===== src/cofd_map.svh =====
// register offsets, field positions, reset values for the output stage
// assumes inclusion by bare name from design files
`ifndef COFD_MAP_SVH
`define COFD_MAP_SVH
`define COFD_ADDR_DIV01     8'h21
`define COFD_ADDR_CTL2      8'h22
`define COFD_ADDR_CTL3      8'h23
`define COFD_RST_DIV01      8'h01
`define COFD_RST_CTL2       8'hb0
`define COFD_RST_CTL3       8'h30
`define COFD_RSV_MSB        7
`define COFD_SEL_MSB        6
`define COFD_SEL_LSB        5
`define COFD_MODEA_MSB      4
`define COFD_MODEA_LSB      3
`define COFD_MODEB_MSB      2
`define COFD_MODEB_LSB      1
`endif


===== src/cofd_pkg.sv =====
// types for the clock output divider and format block
// assumes no surroundings; holds types only
package cofd_pkg;
   typedef enum logic [1:0] {
      COFD_FMT_OFF,
      COFD_FMT_ACDIFF,
      COFD_FMT_HCSL,
      COFD_FMT_CMOS
   } cofd_fmt_t;
   typedef enum logic [1:0] {
      COFD_PIN_TRI,
      COFD_PIN_LOW,
      COFD_PIN_INV,
      COFD_PIN_TRUE
   } cofd_pin_t;
   typedef enum {
      COFD_DIV_LOW,
      COFD_DIV_HIGH
   } cofd_div_state_t;
endpackage


===== src/cofd_div_if.sv =====
// carries the shared divider setting and its divided clock enable
// assumes the main module drives code (the ratio minus one) and consumes tick
`timescale 1ns/1ps
interface cofd_div_if;
   logic [7:0] code;
   logic       tick;
   logic       level;
   modport ctrl (output code, input tick, input level);
   modport divr (input code, output tick, output level);
endinterface


===== src/cofd_divider.sv =====
// integer divider, ratio is code plus one
// assumes the code may change at any time; a new code is compared against the running count at once
`timescale 1ns/1ps
module cofd_divider
   import cofd_pkg::*;
(
   // clock and reset
   input  wire logic clk_in,
   input  wire logic rst_n_in,
   // divider link
   cofd_div_if.divr  div
);
   logic [7:0]      count;
   logic [7:0]      next_count;
   cofd_div_state_t state;
   cofd_div_state_t next_state;
   logic            next_tick;
   logic            tick_q;

   always_comb begin
      next_count = count;
      next_state = state;
      next_tick  = 1'b0;
      if (count >= div.code) begin
         next_count = 8'h00;
         next_tick  = 1'b1;
         case (state)
            COFD_DIV_LOW:  next_state = COFD_DIV_HIGH;
            COFD_DIV_HIGH: next_state = COFD_DIV_LOW;
            default:       next_state = COFD_DIV_LOW;
         endcase
      end else begin
         next_count = count + 8'h01;
      end
   end

   always_ff @(posedge clk_in or negedge rst_n_in) begin
      if (!rst_n_in) begin
         count  <= 8'h00;
         state  <= COFD_DIV_LOW;
         tick_q <= 1'b0;
      end else begin
         count  <= next_count;
         state  <= next_state;
         tick_q <= next_tick;
      end
   end

   assign div.tick  = tick_q;
   assign div.level = (state == COFD_DIV_HIGH);
endmodule


===== src/cofd_top.sv =====
// output stage registers: shared ch0/1 divider, ch2/ch3 format control
// assumes a one-cycle strobe register port, synchronous inputs
`timescale 1ns/1ps
`include "cofd_map.svh"
module cofd_top
   import cofd_pkg::*;
(
   // clock and reset
   input  wire logic       clk_in,
   input  wire logic       rst_n_in,
   // register port
   input  wire logic [7:0] addr_in,
   input  wire logic [7:0] wdata_in,
   input  wire logic       wr_in,
   input  wire logic       rd_in,
   output logic      [7:0] rdata_out,
   // channel 0/1 divided clock
   output logic            ch01_tick_out,
   output logic            ch01_clk_out,
   // channel 2 driver settings
   output logic      [1:0] ch2_fmt_out,
   output logic      [1:0] ch2_itail_out,
   output logic      [1:0] ch2_rload_out,
   output logic      [1:0] ch2_pos_out,
   output logic      [1:0] ch2_neg_out,
   // channel 3 driver settings
   output logic      [1:0] ch3_fmt_out,
   output logic      [1:0] ch3_itail_out,
   output logic      [1:0] ch3_rload_out,
   output logic      [1:0] ch3_pos_out,
   output logic      [1:0] ch3_neg_out
);
   // ******************************************************
   // registers
   // ******************************************************
   logic [7:0] chan01_output_divider;
   logic [7:0] chan2_output_control;
   logic [7:0] chan3_output_control;
   logic [7:0] next_div;
   logic [7:0] next_ctl2;
   logic [7:0] next_ctl3;
   logic [7:0] next_rdata;
   logic [7:0] rdata;

   // unmapped writes fall through and leave every register alone
   always_comb begin
      next_div  = chan01_output_divider;
      next_ctl2 = chan2_output_control;
      next_ctl3 = chan3_output_control;
      if (wr_in) begin
         case (addr_in)
            `COFD_ADDR_DIV01: next_div = wdata_in;
            // top bit kept writable; software is expected to clear it
            `COFD_ADDR_CTL2:  next_ctl2 = {wdata_in[7:1], 1'b0};
            `COFD_ADDR_CTL3:  next_ctl3 = {1'b0, wdata_in[6:1], 1'b0};
            default:          next_div = chan01_output_divider;
         endcase
      end
   end

   // data is zero outside the read cycle, so idle reads look unmapped
   always_comb begin
      next_rdata = 8'h00;
      if (rd_in) begin
         case (addr_in)
            `COFD_ADDR_DIV01: next_rdata = chan01_output_divider;
            `COFD_ADDR_CTL2:  next_rdata = chan2_output_control;
            `COFD_ADDR_CTL3:  next_rdata = chan3_output_control;
            default:          next_rdata = 8'h00;
         endcase
      end
   end

   always_ff @(posedge clk_in or negedge rst_n_in) begin
      if (!rst_n_in) begin
         chan01_output_divider <= `COFD_RST_DIV01;
         chan2_output_control  <= `COFD_RST_CTL2;
         chan3_output_control  <= `COFD_RST_CTL3;
         rdata                 <= 8'h00;
      end else begin
         chan01_output_divider <= next_div;
         chan2_output_control  <= next_ctl2;
         chan3_output_control  <= next_ctl3;
         rdata                 <= next_rdata;
      end
   end

   assign rdata_out = rdata;

   // ******************************************************
   // shared channel 0/1 divider
   // ******************************************************
   cofd_div_if div01 ();
   assign div01.code = chan01_output_divider;

   cofd_divider u_div01 (
      .clk_in   (clk_in),
      .rst_n_in (rst_n_in),
      .div      (div01)
   );

   // one tick per code+1 cycles; the level toggles, so it spans two ratios
   assign ch01_tick_out = div01.tick;
   assign ch01_clk_out  = div01.level;

   // ******************************************************
   // channel 2/3 driver decode
   // ******************************************************
   // decode runs on the next register value and is registered, so the
   // driver settings move at the same edge as the register and reach
   // the pads straight from flip-flops, without decode glitches
   logic [7:0] next_ctl [2];
   logic [1:0] fmt      [2];
   logic [1:0] itail    [2];
   logic [1:0] rload    [2];
   logic [1:0] pos      [2];
   logic [1:0] neg      [2];

   assign next_ctl[0] = next_ctl2;
   assign next_ctl[1] = next_ctl3;

   // fields not meaningful for the chosen format are forced to the
   // parked code 0 so the analog side never sees a stale setting
   for (genvar c = 0; c < 2; c++) begin : g_chan
      // reset settings, decoded from the register's reset value
      localparam logic [7:0] reset_ctl  = (c == 0) ? `COFD_RST_CTL2 :
                                                     `COFD_RST_CTL3;
      localparam logic [1:0] reset_sel  =
         reset_ctl[`COFD_SEL_MSB:`COFD_SEL_LSB];
      localparam logic [1:0] reset_moda =
         reset_ctl[`COFD_MODEA_MSB:`COFD_MODEA_LSB];
      localparam logic [1:0] reset_modb =
         reset_ctl[`COFD_MODEB_MSB:`COFD_MODEB_LSB];
      localparam logic       reset_diff =
         (reset_sel == COFD_FMT_ACDIFF) || (reset_sel == COFD_FMT_HCSL);
      localparam logic       reset_hcsl = (reset_sel == COFD_FMT_HCSL);
      localparam logic       reset_cmos = (reset_sel == COFD_FMT_CMOS);
      localparam logic [1:0] reset_tail = reset_diff ? reset_moda : 2'h0;
      localparam logic [1:0] reset_load = reset_hcsl ? reset_modb : 2'h0;
      localparam logic [1:0] reset_pinp = reset_cmos ? reset_moda : 2'h0;
      localparam logic [1:0] reset_pinn = reset_cmos ? reset_modb : 2'h0;

      logic [7:0] ctl;
      logic [1:0] moda;
      logic [1:0] modb;
      logic [1:0] sel;
      logic [1:0] tail;
      logic [1:0] load;
      logic [1:0] pin_p;
      logic [1:0] pin_n;
      logic [1:0] next_sel;
      logic [1:0] next_tail;
      logic [1:0] next_load;
      logic [1:0] next_pin_p;
      logic [1:0] next_pin_n;

      always_comb begin
         ctl        = next_ctl[c];
         next_sel   = ctl[`COFD_SEL_MSB:`COFD_SEL_LSB];
         moda       = ctl[`COFD_MODEA_MSB:`COFD_MODEA_LSB];
         modb       = ctl[`COFD_MODEB_MSB:`COFD_MODEB_LSB];
         next_tail  = 2'h0;
         next_load  = 2'h0;
         next_pin_p = COFD_PIN_TRI;
         next_pin_n = COFD_PIN_TRI;
         case (next_sel)
            COFD_FMT_ACDIFF: begin
               next_tail = moda;
            end
            COFD_FMT_HCSL: begin
               next_tail = moda;
               next_load = modb;
            end
            COFD_FMT_CMOS: begin
               next_pin_p = moda;
               next_pin_n = modb;
            end
            default: begin
               next_tail = 2'h0; // output off: everything stays parked
            end
         endcase
      end

      always_ff @(posedge clk_in or negedge rst_n_in) begin
         if (!rst_n_in) begin
            sel   <= reset_sel;
            tail  <= reset_tail;
            load  <= reset_load;
            pin_p <= reset_pinp;
            pin_n <= reset_pinn;
         end else begin
            sel   <= next_sel;
            tail  <= next_tail;
            load  <= next_load;
            pin_p <= next_pin_p;
            pin_n <= next_pin_n;
         end
      end

      assign fmt[c]   = sel;
      assign itail[c] = tail;
      assign rload[c] = load;
      assign pos[c]   = pin_p;
      assign neg[c]   = pin_n;
   end

   assign ch2_fmt_out   = fmt[0];
   assign ch2_itail_out = itail[0];
   assign ch2_rload_out = rload[0];
   assign ch2_pos_out   = pos[0];
   assign ch2_neg_out   = neg[0];
   assign ch3_fmt_out   = fmt[1];
   assign ch3_itail_out = itail[1];
   assign ch3_rload_out = rload[1];
   assign ch3_pos_out   = pos[1];
   assign ch3_neg_out   = neg[1];
endmodule


===== config.mk =====
export PLATFORM = sky130hd
export DESIGN_NAME = cofd_top
export DESIGN_NICKNAME = d
export VERILOG_FILES = /design/src/cofd_pkg.sv /design/src/cofd_div_if.sv /design/src/cofd_divider.sv /design/src/cofd_top.sv
export VERILOG_INCLUDE_DIRS = /design/src
export SDC_FILE = /design/constraint.sdc
export NUM_CORES = 1
export LEC_CHECK = 0
export BUFFER_PORTS_ARGS = -buffer_cell sky130_fd_sc_hd__buf_2
export CAP_MARGIN = 20
export CORE_MARGIN = 3
export CORE_UTILIZATION = 50
export DETAILED_ROUTE_END_ITERATION = 10
export HOLD_SLACK_MARGIN = 0.06
export PLACE_DENSITY = 0.76
export SLEW_MARGIN = 5
export SYNTH_ARGS = -nofsm -noshare
export SYNTH_HDL_FRONTEND = slang
export SYNTH_HIERARCHICAL = 1
export SYNTH_SLANG_ARGS = --single-unit

===== constraint.sdc =====
create_clock -name clk_in -period 1.7 [get_ports clk_in]
set_input_delay 0.34 -clock clk_in [delete_from_list [all_inputs] [get_ports clk_in]]
set_output_delay 0.34 -clock clk_in [all_outputs]
set_load 0.03 [all_outputs]

* Yosys cells after proc, flatten, opt, wreduce, memory -nomap -nowiden *
Cells that the tools add are included.
Widths: inputs -> output; s select.

operators by class
  add/sub/neg operators = 1
  $lt $le $gt $ge = 1
  equality and inequality tests = 10
  multiplexer cells = 17
  reductions and logical operators = 5

operators with widths
  kind                 number
  $eq 32x2->1 const B  1
  $logic_not 32->1     1
  $mux 7               4
  $eq 8x6->1 const B   3
  $pmux 8 s3           1
  $mux 2               8
  $mux 8               2
  $add 8x1->8 const B  1
  $eq 2x2->1 const B   4
  $ge 8x8->1           1
  $eq 2x1->1 const B   2
  $reduce_and 2->1     2
  $reduce_or 2->1      2
  $mux 1               2

storage, ports and cells
  bits in registers = 90
  bits of input ports = 20
  output and inout bits = 30
  logic and storage cells = 52

* Logic depth before layout (Yosys ltp) *
  word-level depth = 6
  mapped depth = 9

* Hierarchy *
Netlist, hierarchy kept.

modules (own cells, without submodules)
  module        instances  cells each  area an instance (µm²)
  cofd_top      1          163         2,065.7
  cofd_divider  1          60          599.3

* Worst setup path before layout *
OpenSTA, ideal clock, no wires.

  path type = input port to flip-flop
  start point = input port addr_in[4]
  end point = register g_chan[1].tail[0] (netlist: ch3_itail_out[0])
  setup time = 123 ps
  data arrival time = 2,001 ps
  setup slack = -424 ps
  cell stages on the path = 8
  buffers on the path = 2
  cells stage by stage = nor4b_4 > and4_1 > buf_4 > buf_8 > mux2_1 > ha_1 > nand2_1 > mux2i_1

between the ends
  cells in the longest elaborated chain, start to end = 6
  elaborated cells on any way between the ends = 7

RTL lines
  element                                          RTL line         text
  from (decl)                                      cofd_top.sv:12   input wire logic [7:0] addr_in,
  $eq 8x6->1 (*)                                   cofd_top.sv:51   case (addr_in)
  $mux 7 (*)                                       cofd_top.sv:51
  $mux 7 (*)                                       cofd_top.sv:50   if (wr_in) begin
  named net g_chan[1].ctl[6]                       cofd_top.sv:143  logic [7:0] ctl;
  $eq 2x2->1 / $eq 2x1->1 (equally long branches)  cofd_top.sv:166  case (next_sel)
  $reduce_or 2->1 (no line) (*)                    -
  $mux 2 (*)                                       cofd_top.sv:166
  named net g_chan[1].next_tail[0]                 cofd_top.sv:152  logic [1:0] next_tail;
  to (signal assigned)                             cofd_top.sv:187  tail <= reset_tail;
  to (signal assigned)                             cofd_top.sv:193  tail <= next_tail;
  to (decl)                                        cofd_top.sv:147  logic [1:0] tail;

The timed path passes the listed nets; every way through them passes the cells marked *.
A chain may end at the register's enable or synchronous reset.

* Worst setup path in the final report *
  start point = input port addr_in[6]
  end point = register g_chan[1].tail[0] (netlist: ch3_itail_out[0])

The elaborated chain is that of the path after synthesis.

==> flow_metrics.py <==
metrics = {
    "run_status": {
        "status": "finished, violations left",
        "violations": "setup timing",
    },
    "timing": {
        "setup_viol": 1,
        "min_period_over_period_pct": 101,
        "setup_tns_ns": -0.00997,
        "setup_slack_ns": -0.00997,
        "hold_viol_final": 0,
        "slew_violations": 0,
        "slew_headroom_pct": 75.2,
        "min_period_ns": 1.71,
        "tightest_slew_ns": 0.371,
        "rsz0062_at_grt": "true",
        "fin_skew_ns": 0.00559,
        "fmax_mhz": 585,
    },
    "cts": {
        "cts_tree": "yes",
        "cts_made_buffers": 5,
        "path_clk_slew_ns": 0.09,
        "ctsRootBufferMaster": "clkbuf_8",
        "h-tree-depth": 2,
        "cts_sinks": 55,
        "cts_buffer_depth": 2,
        "clk_latency_ns": 0.31,
    },
    "setup_path": {
        "critPathMaxFanout": 4,
        "cp-start-kind": "input port",
        "crit_buf_inv": 1,
        "critical_path.top_delay_family": "simple AND/OR/NAND/NOR gates",
        "cp-end-kind": "flip-flop",
        "worstPathArrival_ns": 1.94,
        "cp.required_ns": 1.93,
        "crit_slowest_cell": "mux2_4",
        "timing_worst_setup_path_type": "input port to flip-flop",
        "crit_chain": "buf_6, nor4b_4, and4_4, mux2_4, ha_4, nand2_1, mux2i_1",
        "cpPeakStageDelay_ns": 0.35,
    },
    "pwr": {
        "power_frac_clock_pct": 24.7,
        "power_density_mw_per_mm2": 816,
        "p_leak_uw": 0.00173,
        "cellInternalPower_uw": 2000,
        "p_switching_uw": 798,
        "comb_power_share_pct": 24.5,
        "p_total_uw": 2800,
        "irDropWorstVdd_uv": 674,
        "swShare_pct": 28.5,
        "pwr-share-seq_pct": 50.9,
    },
    "synth": {
        "synth_top_area_share_pct": 44.1,
        "synth_seq_cells": 55,
        "yosysTopAreaCell": "dfrtp_1",
        "synthArstFlopShare_pct": 100,
        "syn_inst": 223,
        "ys.flop_type": "dfrtp_1",
        "synth.avg_cell_area_sq_um": 12.0,
        "syn-num-nets": 258,
        "ys_seq_area_share_pct": 52.0,
        "synth_warnings": 6,
        "ys_types": 29,
        "yosysMostFrequentCell": "dfrtp_1",
        "synth_edf_count": 0,
        "synth_area_leaders": "dfrtp_1 44%, mux2_2 11%, dfstp_2 7.9%",
        "netlist_area_sq_mm": 0.00267,
        "yosys-top-cells-count": "47 x dfrtp_1, 34 x nand2_1, 25 x mux2_2, 18 x mux2i_1, 17 x nor2_1",
    },
    "global_route": {
        "grt_pass1_vias": 1806,
        "grt_pass1_wl_um": 8590,
        "grt_max_degree": 56,
        "globalRouteOverflowTotal": 0,
        "track_usage_pct": 17.9,
        "antenna_found_initial": 0,
    },
    "floorplan": {
        "fp-row-count": 25,
        "die_w_um": 79.0,
        "dieArea_sq_mm": 0.00624,
        "die_h_um": 79.0,
        "start_util_pct": 53.9,
        "io_pins": 50,
        "core_sq_mm": 0.00494,
    },
    "placed_design": {
        "place_congestion": 0.775,
        "dpl.hpwl_um": 3880,
        "placed_area_sq_mm": 0.00312,
        "placedCellCount": 353,
        "io_buffers": 49,
        "dpl_worst_slack_ns": -0.413,
    },
    "finish": {
        "final_layout_size_suffix_gt1_share_pct": 48.5,
        "layout.area.seq_sq_mm": 0.00139,
        "layout.cells.non_filler": 372,
        "final_cell_area_sq_mm": 0.00343,
        "filler_cell_count": 367,
        "num-nets-final": 339,
        "diodes": 0,
        "multi_input_comb_area_sq_mm": 0.00129,
        "syn_to_final_growth_pct": 28.9,
    },
    "worst_hold_path": {
        "hold_path.class": "input port to flip-flop",
    },
    "drt": {
        "wire_per_inst_um": 15.2,
        "drt_iter0_drc": 109,
        "drc": 0,
        "drt-total-wl_um": 5670,
        "vias_per_cell": 5.16,
        "via_count": 1918,
        "drt_first_pass_iters": 4,
        "ant_nets": 0,
    },
    "flow_run": {
        "maxCapViolCount": 0,
    },
}
[metal layers]
metal,share of wire (%),vias to the layer above,GRT usage [%]
met1,42,940,22.9
li1,-,910,-
met3,5.7,9,4.88
met4,1.7,0,6.53
met5,0,-,0
met2,51,59,29.0
[power groups by stage]
stage	sequential (uW)	clock, uW	combinational, uW
finish	1430	691	686
global route	1430	764	748
CTS	1420	714	558
detailed placement	1450	0	522
global placement	1450	0	511
floorplan	1500	0	235
[logic make-up (layout without fill, tap and decap cells)]
| family | after synthesis | in the layout | synth area share (%) |
|---|---|---|---|
| buf+inv | 20 | 102 | 4.55 |
| flops | 55 | 55 | 52.0 |
| compound gates | 13 | 13 | 3.99 |
| xor+xnor | 7 | 7 | 2.30 |
| mux | 45 | 45 | 18.3 |
| simple gates | 68 | 68 | 11.8 |
| fa+ha+maj | 15 | 15 | 7.04 |
[final cells by class]
class	instances	share of cell area, %
sequential	55	40.4
clock inverter	1	0.146
timing repair buffer	84	16.3
inverter	10	1.09
tap	67	2.44
multi-input combinational	148	37.4
clock buffer	7	2.22
[flip-flops by register name, indices dropped and copies added (netlist names), 5 cells and up]
| signal | flops |
|---|---|
| chan2_output_control | 6 |
| chan01_output_divider | 8 |
| u_div01/count | 8 |
| chan3_output_control | 5 |
| rdata_out | 8 |
[cells in the final DEF, fill, tap and decap left out, types with 2 or more instances in the layout]
cell,instances
dfrtp_1,47
buf_2,47
nand2_1,31
buf_4,29
mux2_2,23
mux2i_1,18
nor2_1,11
inv_1,10
ha_1,9
dfstp_2,8
nand3_1,7
a22oi_1,7
ha_4,5
clkbuf_8,5
buf_6,5
xor2_1,5
nor2_2,5
mux2_4,4
nand2_2,3
a21oi_2,3
nor2b_1,2
clkbuf_1,2
buf_12,2
and3_1,2
xnor2_1,2
[worst register-to-register path: stages (launching register included)]
cell and delay, ns:
dfstp_2 0.56, ha_4 0.20, nor2b_4 0.13, o21ai_2 0.08
a21oi_2 0.17, o311ai_4 0.10, buf_6 0.15, buf_4 0.14
nor2_2 0.09
[per-stage QoR]
step | util [%] | hold WS, ns
2_1_floorplan | - | 0.0444
3_3_place_gp | 63.1 | 0.356
3_5_place_dp | 63.1 | 0.355
4_1_cts | 65.5 | 0.256
5_1_grt | 69.5 | 0.270
6_report | 69.5 | 0.265
[final timing paths]
path | slack [ns] | cells past startpoint | end | start
setup / recovery | -0.01 | 7 | ch3_itail_out[0]$_DFF_PN0_ | addr_in[6]
hold / removal | 0.26 | 2 | chan01_output_divider[0]$_DFFE_PN1P_ | wdata_in[0]
setup reg to reg | 0.04 | 8 | u_div01/count[6]$_DFF_PN0_ | chan01_output_divider[0]$_DFFE_PN1P_
hold reg to reg | 0.48 | 1 | u_div01/state[0]$_DFFE_PN0P_ | u_div01/state[0]$_DFFE_PN0P_
max in group asynchronous | 0.84 | 3 | ch2_fmt_out[0]$_DFF_PN1_ | rst_n_in
min in group asynchronous | 0.56 | 3 | ch2_rload_out[1]$_DFF_PN0_ | rst_n_in
[repair_timing]
action / in CTS / in global routing
hold endpoints to repair: 47 / 0
setup endpoints to repair: 12 / 18
gates resized for setup: 7 / 25
setup buffers: 1 / 9
pin swaps: 3 / 8
hold buffers: 1 / 0
(Power assumes the default switching activity.)
